[src/core/tlic_pkg.sv]
package tlic_pkg;

	// Vector addresses.
	localparam logic [15:0] VEC_HIGH = 16'h0008;
	localparam logic [15:0] VEC_LOW  = 16'h0018;

	// Register byte offsets.
	localparam logic [11:0] OFF_CTRL  = 12'h000;
	localparam logic [11:0] OFF_FLAG  = 12'h004;
	localparam logic [11:0] OFF_EN    = 12'h008;
	localparam logic [11:0] OFF_PRIO  = 12'h00c;
	localparam logic [11:0] OFF_PERI  = 12'h010;
	localparam logic [11:0] OFF_STAT  = 12'h014;

	// Control register bit positions.
	localparam int CTRL_MAIN = 0;
	localparam int CTRL_PERI = 1;
	localparam int CTRL_PMOD = 2;

	// Reset values.
	localparam logic [2:0]  CTRL_RST = 3'h0;
	localparam logic [7:0]  PRIO_RST = 8'hff;

	// Latency in instruction cycles from event to vector request.
	localparam int LAT_INSTR = 3;
	localparam int INSTR_CLKS = 4;
	localparam int LAT_CLKS = LAT_INSTR * INSTR_CLKS;

	// Vector request toward the core.
	typedef struct packed {
		logic        valid;
		logic        high;
		logic [15:0] addr;
	} tlic_vec_type;

endpackage : tlic_pkg

[src/core/tlic_top.sv]
`timescale 1ns/1ps
// How it works
// - High vector is 0008h, low vector is 0018h.
// - Enabled high request preempts a low service in progress.
// - Every source has a flag, an enable and a priority bit.
// - Priority mode bit clear at reset; priority bits are then ignored.
// - Compatibility mode: peripheral sources need peripheral and main enable.
// - Compatibility mode: main enable gates every source.
// - Compatibility mode: all interrupts vector to 0008h.
// - Priority mode: global enables become high and low level enables.
// - Priority mode: clear high enable blocks every source.
// - Priority mode: low sources need low and high enable.
// - Priority mode: flag, enable and global enable set vectors by priority bit.
// - Vectoring clears the applicable global enable.
// - No low request is taken during high service.
// - Vectoring pushes the return address and loads the vector.
// - Return from interrupt leaves service and sets the enable again.
// - Pin events reach vectoring in three to four instruction cycles.
// - Flags set on events regardless of any enable.
// - A clear source enable stops vectoring but keeps the flag working.
module tlic_top #(
	parameter int NSRC = 8
) (
	input  wire logic                pclk,
	input  wire logic                presetn,
	input  wire logic                clk_en,
	input  wire logic                psel,
	input  wire logic                penable,
	input  wire logic                pwrite,
	input  wire logic [11:0]         paddr,
	input  wire logic [31:0]         pwdata,
	output logic      [31:0]         prdata,
	output logic                     pready,
	output logic                     pslverr,
	input  wire logic [NSRC-1:0]     src_event,
	input  wire logic [NSRC-1:0]     src_is_pin,
	input  wire logic [15:0]         core_pc,
	input  wire logic                return_from_interrupt_instr,
	output tlic_pkg::tlic_vec_type   vec_out,
	output logic                     stack_push,
	output logic      [15:0]         stack_data
);
	import tlic_pkg::*;

	// Elaboration refuses source counts that one 32-bit register word cannot carry.
	if (NSRC < 1 || NSRC > 32)
	begin : g_bad_nsrc
		$error("NSRC must lie between 1 and 32.");
	end

	logic [NSRC-1:0] flag_r;
	logic [NSRC-1:0] en_r;
	logic [NSRC-1:0] prio_r;
	logic [NSRC-1:0] peri_r;
	logic            main_ge_r;
	logic            peri_ge_r;
	logic            prio_mode_r;
	logic            hi_act_r;
	logic            lo_act_r;
	logic [NSRC-1:0] ev_s1_r;
	logic [NSRC-1:0] ev_s2_r;
	logic [NSRC-1:0] ev_d_r;
	logic [7:0]      lat_cnt_r;
	logic            wr_acc;
	logic            rd_acc;
	logic [NSRC-1:0] ev_pulse;
	logic [NSRC-1:0] active;
	logic [NSRC-1:0] eligible_hi;
	logic [NSRC-1:0] eligible_lo;
	logic            take_hi;
	logic            take_lo;
	logic            take;

	// Zero wait states, so pready is a constant high handshake.
	assign pready  = 1'b1;
	assign pslverr = 1'b0;
	assign wr_acc  = psel && penable && pwrite && clk_en;
	assign rd_acc  = psel && !penable && !pwrite;

	// Event inputs come from other logic or pins, so they are synchronised first.
	always_ff @(posedge pclk or negedge presetn)
	begin
		if (!presetn)
		begin
			ev_s1_r <= '0;
			ev_s2_r <= '0;
			ev_d_r  <= '0;
		end
		else if (clk_en)
		begin
			ev_s1_r <= src_event;
			ev_s2_r <= ev_s1_r;
			ev_d_r  <= ev_s2_r;
		end
	end

	assign ev_pulse = ev_s2_r & ~ev_d_r;

	// Flags set on any event whatever the enables; a set beats a software clear.
	always_ff @(posedge pclk or negedge presetn)
	begin
		if (!presetn)
			flag_r <= '0;
		else if (clk_en)
		begin
			if (wr_acc && paddr == OFF_FLAG)
				flag_r <= pwdata[NSRC-1:0] | ev_pulse;
			else
				flag_r <= flag_r | ev_pulse;
		end
	end

	// Per-source enable, priority and peripheral class bits.
	always_ff @(posedge pclk or negedge presetn)
	begin
		if (!presetn)
		begin
			en_r   <= '0;
			prio_r <= {NSRC{PRIO_RST[0]}}; // Every source starts at high level.
			peri_r <= '0;
		end
		else if (wr_acc)
		begin
			if (paddr == OFF_EN)
				en_r <= pwdata[NSRC-1:0];
			if (paddr == OFF_PRIO)
				prio_r <= pwdata[NSRC-1:0];
			if (paddr == OFF_PERI)
				peri_r <= pwdata[NSRC-1:0];
		end
	end

	// Pin-sourced flags wait out a fixed latency so one- and two-cycle
	// instructions see the same delay.
	always_ff @(posedge pclk or negedge presetn)
	begin
		if (!presetn)
		begin
			lat_cnt_r <= '0;
		end
		else if (clk_en)
		begin
			if (|(ev_pulse & src_is_pin))
				lat_cnt_r <= 8'(LAT_CLKS - 3);
			else if (lat_cnt_r != 8'h00)
				lat_cnt_r <= lat_cnt_r - 8'h01;
		end
	end

	// A pin flag is visible to the request logic only once the latency ran out.
	assign active = flag_r & en_r & (lat_cnt_r == 8'h00 ? flag_r : ~src_is_pin);

	// Eligibility per level, for both modes.
	always_comb
	begin
		eligible_hi = '0;
		eligible_lo = '0;
		if (!prio_mode_r)
		begin
			// Priority bits are ignored in compatibility mode.
			eligible_hi = active & (peri_r & {NSRC{peri_ge_r && main_ge_r}}
			            | ~peri_r & {NSRC{main_ge_r}});
		end
		else
		begin
			eligible_hi = active & prio_r & {NSRC{main_ge_r}};
			eligible_lo = active & ~prio_r & {NSRC{peri_ge_r && main_ge_r}};
		end
	end

	// High wins a tie; low is held off during high service.
	assign take_hi = |eligible_hi && !hi_act_r;
	assign take_lo = |eligible_lo && !hi_act_r && !lo_act_r && !take_hi;
	assign take    = take_hi || take_lo;

	// Global enables: software writes them, vectoring clears, return sets.
	always_ff @(posedge pclk or negedge presetn)
	begin
		if (!presetn)
		begin
			main_ge_r   <= CTRL_RST[CTRL_MAIN];
			peri_ge_r   <= CTRL_RST[CTRL_PERI];
			prio_mode_r <= CTRL_RST[CTRL_PMOD];
		end
		else if (clk_en)
		begin
			if (wr_acc && paddr == OFF_CTRL)
			begin
				main_ge_r   <= pwdata[CTRL_MAIN];
				peri_ge_r   <= pwdata[CTRL_PERI];
				prio_mode_r <= pwdata[CTRL_PMOD];
			end
			else if (take_hi)
				main_ge_r <= 1'b0;
			else if (take_lo)
				peri_ge_r <= 1'b0;
			else if (return_from_interrupt_instr)
			begin
				if (!prio_mode_r || hi_act_r)
					main_ge_r <= 1'b1;
				else
					peri_ge_r <= 1'b1;
			end
		end
	end

	// Service record; a return closes the most recent level first.
	always_ff @(posedge pclk or negedge presetn)
	begin
		if (!presetn)
		begin
			hi_act_r <= 1'b0;
			lo_act_r <= 1'b0;
		end
		else if (clk_en)
		begin
			if (take_hi)
				hi_act_r <= 1'b1;
			else if (take_lo)
				lo_act_r <= 1'b1;
			else if (return_from_interrupt_instr)
			begin
				if (hi_act_r)
					hi_act_r <= 1'b0;
				else
					lo_act_r <= 1'b0;
			end
		end
	end

	// Vector request, return address push, registered for one cycle.
	always_ff @(posedge pclk or negedge presetn)
	begin
		if (!presetn)
		begin
			vec_out    <= '0;
			stack_push <= 1'b0;
			stack_data <= '0;
		end
		else if (clk_en)
		begin
			vec_out.valid <= take;
			vec_out.high  <= take_hi;
			vec_out.addr  <= take_lo ? VEC_LOW : VEC_HIGH;
			stack_push    <= take;
			stack_data    <= core_pc;
		end
	end

	// Read data is registered during setup, valid in the access phase.
	always_ff @(posedge pclk or negedge presetn)
	begin
		if (!presetn)
			prdata <= '0;
		else if (rd_acc && clk_en)
		begin
			unique case (paddr)
				OFF_CTRL: prdata <= {29'h0, prio_mode_r, peri_ge_r, main_ge_r};
				OFF_FLAG: prdata <= 32'(flag_r);
				OFF_EN:   prdata <= 32'(en_r);
				OFF_PRIO: prdata <= 32'(prio_r);
				OFF_PERI: prdata <= 32'(peri_r);
				OFF_STAT: prdata <= {30'h0, lo_act_r, hi_act_r};
				default:  prdata <= 32'h0;
			endcase
		end
	end
endmodule : tlic_top

[config.mk]
export PLATFORM = sky130hd
export DESIGN_NAME = tlic_top
export DESIGN_NICKNAME = d
export VERILOG_FILES = /design/src/core/tlic_pkg.sv /design/src/core/tlic_top.sv
export SDC_FILE = /design/constraint.sdc
export NUM_CORES = 1
export LEC_CHECK = 0
export BUFFER_PORTS_ARGS = -buffer_cell sky130_fd_sc_hd__buf_4
export CAP_MARGIN = 20
export CORE_UTILIZATION = 40
export DETAILED_ROUTE_END_ITERATION = 6
export PLACE_DENSITY = 0.64
export SETUP_SLACK_MARGIN = 0.3
export SLEW_MARGIN = 20
export SYNTH_ARGS = -nofsm -noshare
export SYNTH_HDL_FRONTEND = slang
export SYNTH_SLANG_ARGS = --single-unit
[constraint.sdc]
create_clock -name pclk -period 3 [get_ports pclk]
set_input_delay 0.15 -clock pclk [delete_from_list [all_inputs] [get_ports pclk]]
set_output_delay 0.15 -clock pclk [all_outputs]
set_load 0.005 [all_outputs]
# == After elaboration in Yosys (flattened, before gate mapping) ==
# Index checks and enable logic that the tools add are counted.
# op_classes
add_sub_neg,1
n_eq_ne,10
muxes,24
bitwise,19
reduce_logical,42
# ops
operator,n
$and A8 B8 Y8,11
$mux W8,6
$pmux W8 S6,1
$not A8 Y8,4
$eq A12 B4 Y1 const B,2
$eq A12 B5 Y1 const B,2
$or A8 B8 Y8,3
$reduce_or A8 Y1,3
$mux W1,16
$logic_and A1 B1 Y1,13
$eq A12 B3 Y1 const B,1
$logic_not A12 Y1,1
$reduce_and A4 Y1,3
$reduce_and A2 Y1,5
$reduce_bool A3 Y1,3
$logic_not A8 Y1,1
$reduce_bool A8 Y1,1
$sub A8 B1 Y8 const B,1
$logic_not A1 Y1,6
$reduce_bool A2 Y1,3
$mux W5,1
$ne A2 B1 Y1 const B,2
$ne A3 B2 Y1 const B,1
$ne A3 B3 Y1 const B,1
4 further kinds,5
# totals
register_bits,135
inputBits,83
out_inout_bits,69
elab_cells,114

# == Longest topological paths before layout ==
# Gate-level depths: netlist of run 1.
# depth
word_depth,13
mapped_depth,11
ltp_nobuf,9

# == Least setup slack after synthesis of run 1 ==
# No wires, ideal clock.
# synth_path
path_kind,flip-flop to flip-flop
startpoint,reg lat_cnt_r[0]
endpoint,reg main_ge_r
setup_ns,0.126
t_arrival_ns,2.370
required_ns,2.874
path_slack_ns,0.504
stages_incl_launch_ff,12
n_path_buf,2
synth_period_minus_slack_ns,2.496
cell_sequence,dfrtp_1 -> inv_1 -> ha_1 -> or3b_2 -> or2_1 -> buf_6 -> buf_8 -> a21oi_2 -> nand2_1 -> a41oi_2 -> nand2_2 -> o311a_1
# synth_via
elab_chain_len,12
word_cells_on_any_way,23
classes_between,eq/ne (1); mux (5); bitwise (6); reduce/logical (11)
# synth_rtl
item,line_no,rtl
from (decl),tlic_top.sv:63,logic [7:0] lat_cnt_r;
from (signal assigned),tlic_top.sv:144,lat_cnt_r <= 8'(LAT_CLKS - 3);
from (signal assigned),tlic_top.sv:146,lat_cnt_r <= lat_cnt_r - 8'h01;
$logic_not A8 Y1 *,tlic_top.sv:151,assign active = flag_r & en_r & (lat_cnt_r == 8'h00 ? flag_r : ~src_is_pin);
$mux W8 *,tlic_top.sv:151,
$and A8 B8 Y8 *,tlic_top.sv:151,
$and A8 B8 Y8 (on tied branches) (2 in a row),"tlic_top.sv:167, tlic_top.sv:166",
$mux W8,tlic_top.sv:158,if (!prio_mode_r)
$reduce_or A8 Y1 (on tied branches),"tlic_top.sv:173, tlic_top.sv:172",
$logic_and A1 B1 Y1 (on tied branches),"tlic_top.sv:173, tlic_top.sv:172",
$logic_and A1 B1 Y1 or $logic_not A1 Y1 (tied branches),tlic_top.sv:173,assign take_lo = |eligible_lo && !hi_act_r && !lo_act_r && !take_hi;
$logic_and A1 B1 Y1,tlic_top.sv:173,
$ne A3 B2 Y1 (no source line),-,
$reduce_and A4 Y1 (no source line),-,
to (signal assigned),tlic_top.sv:181,main_ge_r <= CTRL_RST[CTRL_MAIN];
to (signal assigned),tlic_top.sv:189,main_ge_r <= pwdata[CTRL_MAIN];
to (decl),tlic_top.sv:55,logic main_ge_r;
# Every way passes the cells marked *; elsewhere a longest branch is shown, timed or not.
# A chain may end at the register's enable or synchronous reset.

# == Worst setup path after layout of run 1 ==
# Ends and elaborated chain as after synthesis.

==> results by stage, run 1 <==
Final layout:
- Leaving out filler cells and counting taps, the final layout contains 695.
- The area growth from synthesis to layout is 23.7%.
- Of the cells placed in the final design, the portion with a size suffix greater than 1 is 0.400.
- The final net count is 628.
- The count of antenna diodes in the layout is 0.

Worst setup path:
- In this run the critical register-to-register path is launched from lat_cnt_r[0]$_DFFE_PN0P_.
- The destination of the worst register-to-register timing path is main_ge_r$_DFFE_PN0P_.
- The depth of the most critical reg-to-reg path is 10.
- The worst setup path is launched from a register.
- The worst setup path is captured at a register.
- The worst reg-to-reg setup slack is 0.37 ns.
- The data required time at the worst endpoint is 3.23 ns.
- The setup path with the least slack is of type reg2reg.
- The critical path data arrival time is 2.85 ns.
- In this run the worst path has a maximum fanout of 5.

Route:
- The number of nets still failing antenna checks after routing is 0.
- After detailed routing, the number of remaining DRC violations is 0.
- After detailed routing, the total wire length is 12400 um.
- The initial detailed-routing violation count is 189.
- After detailed routing, the average wire length per cell comes to 17.9 um.
- In the routed layout, each cell is associated on average with a via count of 5.45.
- The number of iterations in the first detailed-routing pass is 5.
- The overall via count from detail_route is 3785.

Synthesis:
- After synthesis, the netlist uses 60 different library cells.
- The share of synthesized area in the top cell type comes to 0.451.
- In the post-synthesis netlist, the biggest area contributors are sky130_fd_sc_hd__dfrtp_1, sky130_fd_sc_hd__mux2_2, sky130_fd_sc_hd__buf_4.
- The most used standard cell by instance count after synthesis is sky130_fd_sc_hd__dfrtp_1.
- The synthesized area divided by synthesized cell count is 11.3 um2.
- The post-synthesis async set-or-reset flop share is 1.00.
- The synthesized netlist occupies a cell area of 4930 um2.
- The synthesized design contains 97 register bits.
- sky130_fd_sc_hd__dfrtp_1 takes more of the synthesized area than any other cell.
- During synthesis, Yosys emitted a total of 0 warnings.
- In the synthesized netlist, the number of instances is 436.
- The share of the Yosys chip area taken by registers is 0.494.
- The synthesized design contains 0 enable-type register cells.
- Sorting the synthesized cells by how often they occur yields sky130_fd_sc_hd__dfrtp_1, sky130_fd_sc_hd__mux2_2, sky130_fd_sc_hd__buf_4.
- The most common flop cell mapped by yosys is sky130_fd_sc_hd__dfrtp_1.

STA:
- The worst hold slack is 0.0355 ns.
- The setup-violating endpoint count in the final report is 0.
- The routed design could run at a clock period as short as 2.63 ns.
- Adding up every negative setup slack in the final design gives 0 ns.
- Setup repair after global routing could not meet its margin everywhere.
- The worst slew margin relative to its limit is 0.559.
- Clock skew on the completed layout was measured at 0.00833 ns.
- The share of the clock period used by the worst path after layout is 0.876.
- The hold violation total from the final report is 0.
- For the pin with the worst max-slew slack, the measured transition is 0.661 ns.
- The total count of max-transition violations in the final report came to 0.
- Timing would allow up to 380 MHz.

Clocking:
- The insertion delay of the later-clocked pin in the worst-skew pair is 0.34 ns.
- In this run the deepest clock path goes through 2 buffers.
- The number of clock sinks is 97.
- The root buffer cell is sky130_fd_sc_hd__clkbuf_16.
- The H-tree was split into 3 levels.
- Clock tree synthesis inserted a total of 9 buffers.
- The clock tree from TritonCTS is built.
- The register clock-pin slew on the reported worst setup and hold paths is 0.07 ns.

Global route:
- The wire length of the first global-routing pass is 19500 um.
- The number of global-route vias before repair is 3709.
- The total routing resource utilization after global routing is 0.199.
- The total overflow left after global routing is 0.
- Entering global routing, the biggest net connects 52 pins.
- The number of antenna violations at the first check in global routing came to 0.

Die:
- Pin placement for this block handled 152 I/O pins.
- In this run the standard cell core region covers 12000 um2.
- Row generation in the floorplan step produced 40 rows.
- The floorplan step set the die width to 113 um.
- The die height is 113 um.
- The effective utilization at floorplan is 0.411.
- The die covers 12800 um2.

Hold path:
- The path class of the tightest hold or removal check is in2reg.
- The worst min-delay path startpoint is core_pc[12].
- The instance count along the most critical hold path is 2.
- The path with the worst hold slack has its endpoint at stack_data[12]$_DFFE_PN0P_.

Pwr:
- Summed over all nets, the switching power comes to 0.825 mW.
- Of the total power, combinational logic draws 0.173.
- Internal power comes to 2.38 mW.
- Of the total power, registers draw 0.460.
- The ratio of total power to cell area is 525 nW/um2.
- The part of the total power dissipated in the clock network is 0.368.
- The worst vdd rail ir drop is 0.000288 V.
- Of the total power, the share spent switching nets is 0.258.
- The analysis attributes to cell leakage a power of 2.82 nW.

Placed design:
- Routability-driven placement finished with a final weighted congestion of 0.858.
- In this run the tool buffered the top-level ports with 87 buffer cells.
- The wire-length estimate of the detail-placed layout is 8840 um.
- In this run, placement finished with an instance count of 674.

Outcome:
- The flow ran to the end, and the final reports show no timing, DRC or antenna violations.

Flow run:
- The number of max-cap violations is 0.
## registers in the layout, summed over array words and instances, names as in the netlist
| name | flops |
|---|---|
| hi_act_r | 1 |
| lat_cnt_r | 8 |
| lo_act_r | 1 |
| ev_s1_r | 8 |
| prio_r | 8 |
| vec_out | 3 |
| ev_d_r | 8 |
| flag_r | 8 |
| en_r | 8 |
| peri_r | 8 |
| prdata | 8 |
| ev_s2_r | 8 |
| peri_ge_r | 1 |
| stack_data | 16 |
| prio_mode_r | 1 |
| stack_push | 1 |
| main_ge_r | 1 |
## worst max-delay path: stages (launching register included)
cell and delay [ns]:
sky130_fd_sc_hd__dfrtp_1 0.39, sky130_fd_sc_hd__inv_2 0.07, sky130_fd_sc_hd__ha_1 0.13, sky130_fd_sc_hd__or3b_4 0.40
sky130_fd_sc_hd__or2_2 0.39, sky130_fd_sc_hd__a21oi_1 0.24, sky130_fd_sc_hd__a221oi_2 0.06, sky130_fd_sc_hd__buf_4 0.15
sky130_fd_sc_hd__a41oi_4 0.27, sky130_fd_sc_hd__nand2_2 0.09, sky130_fd_sc_hd__o311a_1 0.32
## what timing repair did
action	CTS	global route
hold endpoints to repair	46	0
resized for setup	3	11
buffers inserted	0	3
hold buffers	1	0
gates cloned	0	1
pin swaps	0	3
endpoints found under the setup margin	5	5
## worst max path at each step
stage,slack (ns),start,end
finish,0.37,lat_cnt_r[0]$_DFFE_PN0P_,main_ge_r$_DFFE_PN0P_
CTS,0.29,lat_cnt_r[0]$_DFFE_PN0P_,peri_ge_r$_DFFE_PN0P_
global placement,0.15,lat_cnt_r[0]$_DFFE_PN0P_,main_ge_r$_DFFE_PN0P_
global route,0.29,lat_cnt_r[0]$_DFFE_PN0P_,peri_ge_r$_DFFE_PN0P_
detailed placement,0.12,lat_cnt_r[0]$_DFFE_PN0P_,main_ge_r$_DFFE_PN0P_
floorplan,0.50,lat_cnt_r[0]$_DFFE_PN0P_,main_ge_r$_DFFE_PN0P_
## logic make-up after synthesis
kind of cell | share of synthesized area
buffers and inverters | 0.0882
other | 0.00152
DFF | 0.494
AOI/OAI and AO/OA | 0.139
and+or+nand+nor | 0.103
muxes | 0.159
adders and majority gates | 0.00507
xor gates and xnor gates | 0.0106
## per-layer routing
layer,wire length (um),up-vias,GRT usage
li1,-,1734,-
met1,5420,1859,0.260
met2,6060,173,0.342
met3,757,19,0.0402
met4,205,0,0.0465
met5,0,-,0
## stage by stage
stage | setup slack [ns] | cell area (um2) | util | total power, mW
2_1_floorplan | 0.504 | 5080 | - | 1.80
3_3_place_gp | 0.154 | 5700 | 0.474 | 2.00
3_5_place_dp | 0.121 | 5700 | 0.474 | 2.02
4_1_cts | 0.285 | 6030 | 0.502 | 3.22
5_1_grt | 0.285 | 6100 | 0.508 | 3.36
6_report | 0.371 | 6100 | 0.508 | 3.20
## power by group through the flow
stage               Sequential, mW  Clock (mW)  Combinational (mW)
global route                  1.49        1.26               0.607
finish                        1.47        1.18               0.553
floorplan                     1.49           0               0.309
global placement              1.49           0               0.506
detailed placement            1.50           0               0.524
CTS                           1.47        1.22               0.532
## placed cells by master (no fill, tap or decap), types with 9 or more instances in the layout
cell type                   instances
sky130_fd_sc_hd__buf_4            110
sky130_fd_sc_hd__dfrtp_1           89
sky130_fd_sc_hd__mux2_2            67
sky130_fd_sc_hd__conb_1            40
sky130_fd_sc_hd__nand2_1           31
sky130_fd_sc_hd__o21ai_0           19
sky130_fd_sc_hd__nor2_1            17
sky130_fd_sc_hd__a21oi_1           14
sky130_fd_sc_hd__inv_1             12
sky130_fd_sc_hd__a221o_1           11
sky130_fd_sc_hd__a211oi_1          10
sky130_fd_sc_hd__clkbuf_16          9
## cell type report
type | count | area, um2
well taps | 147 | 184
fillers | 1094 | 5910
clock inverters | 5 | 61.3
flip-flops and latches | 97 | 2440
multi-input cells | 308 | 2270
inverters | 14 | 52.6
clock buffers | 11 | 243
repair buffers | 113 | 858
Power figures use the tool's default switching activity.
==> inputs of run 2 (changes only) <==
--- a/config.mk
+++ b/config.mk
@@ -7,9 +7,9 @@
 export LEC_CHECK = 0
 export BUFFER_PORTS_ARGS = -buffer_cell sky130_fd_sc_hd__buf_4
 export CAP_MARGIN = 20
-export CORE_UTILIZATION = 40
+export CORE_UTILIZATION = 44
 export DETAILED_ROUTE_END_ITERATION = 6
-export PLACE_DENSITY = 0.64
+export PLACE_DENSITY = 0.69
 export SETUP_SLACK_MARGIN = 0.3
 export SLEW_MARGIN = 20
 export SYNTH_ARGS = -nofsm -noshare
==> run 2 against run 1 <==
Register-to-register slack barely moved. Power fell by 7.7%. Combinational power fell by 6.7%. Maximum frequency barely moved. Final cell count rose by 1.0%. Core utilization rose by 6.4 points. Critical path type unchanged.
==> results by stage, run 2 (synthesized netlist as in run 1, its figures left out) <==
Pwr:
- The leakage power of the design is 2.85 nW.
- Dividing total power by cell area gives a power density of 474 nW/um2.
- The worst vdd rail ir drop is 0.000352 V.

Final layout:
- The count of non-filler cells in the finished layout is 702.
- Summing all flip-flop and latch instances after layout gives 2440 um2.
- The layout overhead on the synthesized area is 26.3%.
- Summing all multi-input logic gate instances after layout gives 2300 um2.
- The area of all placed cells without fillers is 6230 um2.
- The final net count is 642.
- The register with the highest flop count is stack_data.
- Leaving out fill and tap cells, the most frequent cell in the layout is sky130_fd_sc_hd__buf_4.
- In the final layout, the share of cells above drive strength 1 is 0.388.
- The number of flip-flops in the largest register is 16.
- The repair_antennas step left the layout with diodes totalling 0.
- In the layout the commonest cells are sky130_fd_sc_hd__buf_4, sky130_fd_sc_hd__dfrtp_1, sky130_fd_sc_hd__mux2_2.
- The number of fillers in the final layout is 940.

STA:
- The hold violation total from the final report is 0.
- The total count of max-transition violations in the final report came to 0.
- Summed over all failing endpoints, the final setup total negative slack is 0 ns.
- The highest attainable clock frequency is 380 MHz.
- Between clock sinks in the finished design, the worst skew comes to 0.0112 ns.
- The setup slack after layout is 0.370 ns.
- For the pin with the worst max-slew slack, the measured transition is 0.741 ns.
- Setup repair after global routing left no endpoint under its margin.
- The share of the clock period used by the worst path after layout is 0.877.
- The setup-violating endpoint count in the final report is 0.
- The worst slew margin relative to its limit is 0.506.
- The smallest clock period supported by the final layout is computed as 2.63 ns.

Route:
- The met3 layer wire length in the routed design is 805 um.
- The pre-antenna-repair detailed-routing pass consisted of 7 iterations.
- After detailed routing, the number of vias per cell comes to 5.42.
- Once detail routing completed, the nets flagged for antenna violations numbered 0.
- The detailed router used layers up to and including met4.
- After detailed routing, the total wire length is 11900 um.
- The total DRC errors in the routed layout is 0.
- In the final routing, the length of wire on met1 measures 4980 um.
- The routed layout has 3807 vias.
- The routed wire length per instance is 16.9 um.
- The met2 wire length is 5850 um.
- The first routing iteration left 204 violations.

Worst setup path:
- The largest individual stage delay along the critical path comes from the cell sky130_fd_sc_hd__or4_4.
- The largest single stage delay on the critical path is 0.56 ns.
- At the worst endpoint, the required time is 3.26 ns.
- In this run the worst path has a maximum fanout of 10.
- The critical path in this run is classified as reg2reg.
- The number of cells on the worst reg-to-reg path is 8.
- STA classifies the critical path endpoint as a register.
- Walking the worst path, the cells encountered are or4_4 > or2_4 > buf_12 > a211oi_4 > a2111oi_2 > a41oi_2 > nand2_2 > o311a_1.
- The worst setup path is launched from a register.
- For the worst setup path, the data arrival time is 2.89 ns.

Clocking:
- The root buffer cell chosen for the clock tree is sky130_fd_sc_hd__clkbuf_8.
- The worst-case clock buffer depth is 2.
- In this run the number of H-tree levels came out at 3.
- The number of clock buffers added by TritonCTS is 9.
- The register clock-pin slew on the reported worst setup and hold paths is 0.09 ns.
- The insertion delay of the later-clocked pin in the worst-skew pair is 0.38 ns.
- The clock drives 97 sinks.
- The clock tree from TritonCTS is built.

Flow run:
- The number of max-cap violations is 0.

Placed design:
- Timing analysis after detailed placement gives a worst setup slack of 0.212 ns.
- The total of buffers placed on input and output ports is 87.
- The sum of net half-perimeters after detailed placement is 8470 um.
- The final weighted congestion in routability-driven placement is 0.994.
- The placed instance count is 658.
- The cell area after placement is 5630 um2.

Global route:
- The total routing resource utilization after global routing is 0.221.
- The pin count of the biggest net entering global routing is 63.
- The leftover overflow at the end of global routing is 0.
- The number of global-route vias before repair was 3729.
- The number of antenna violations at the first check in global routing was 0.
- The wire length of the first global-routing pass is 19200 um.

Die:
- The effective utilization at floorplan is 0.453.
- The floorplan step defined a die boundary enclosing 11600 um2.
- The core region area is 10900 um2.
- The die height is 108 um.
- The die is 108 um wide.
- The number of rows created at floorplan is 38.
- The number of top-level pins is 152.

Hold path:
- The instance count along the most critical hold path is 2.
- The tightest min-delay check is of the in2reg type.

Outcome:
- The run finished with clean final reports.
-- run 2: final timing paths --
path | endpoint | slack (ns) | from
min in group asynchronous | stack_data[11]$_DFFE_PN0P_ | 0.37 | presetn
worst max-delay path | main_ge_r$_DFFE_PN0P_ | 0.37 | lat_cnt_r[2]$_DFFE_PN0P_
max in group asynchronous | prio_r[3]$_DFFE_PN1P_ | 1.82 | presetn
worst max register to register | main_ge_r$_DFFE_PN0P_ | 0.37 | lat_cnt_r[2]$_DFFE_PN0P_
worst min register to register | prdata[0]$_DFFE_PN0P_ | 0.48 | prdata[0]$_DFFE_PN0P_
worst min-delay path | stack_data[1]$_DFFE_PN0P_ | 0.02 | core_pc[1]
-- run 2: routing by layer --
layer  vias up  GRT usage
met5         -          0
met4         0     0.0871
met3        22     0.0478
met2       173      0.370
li1       1754          -
met1      1858      0.279
-- run 2: report_power, final --
group / internal [mW] / switching [mW]
clock network: 0.495 / 0.461
registers: 1.41 / 0.0743
logic: 0.277 / 0.239
total: 2.18 / 0.774
-- run 2: timing repair --
item                                    4_1_cts  5_1_grt
hold buffers                                 24        0
buffers inserted                              2        2
endpoints found under the hold margin        79        0
resized for setup                             6       17
endpoints found under the setup margin        4        7
pin swaps                                     3        5
-- run 2: cell type report --
type,count,share of cell area
clock inverters,6,0.0145
repair buffers,128,0.166
inverters,14,0.00843
clock buffers,10,0.0221
well taps,140,0.0281
multi-input cells,307,0.369
flip-flops and latches,97,0.391
-- run 2: critical path: cells and delay by family (launching register included) --
family,cells,cell delay [ns]
flip-flops,1,0.44
buffers and inverters,1,0.15
AO/OA/AOI/OAI,4,0.98
AND/OR/NAND/NOR,3,0.96
-- run 2: through the flow --
step                hold WS [ns]   util  power (mW)
floorplan                 -0.146      -        1.80
detailed placement         0.276  0.517        1.98
global placement           0.268  0.517        1.95
global route              0.0115  0.572        3.10
CTS                      0.00269  0.564        2.97
finish                    0.0217  0.572        2.96
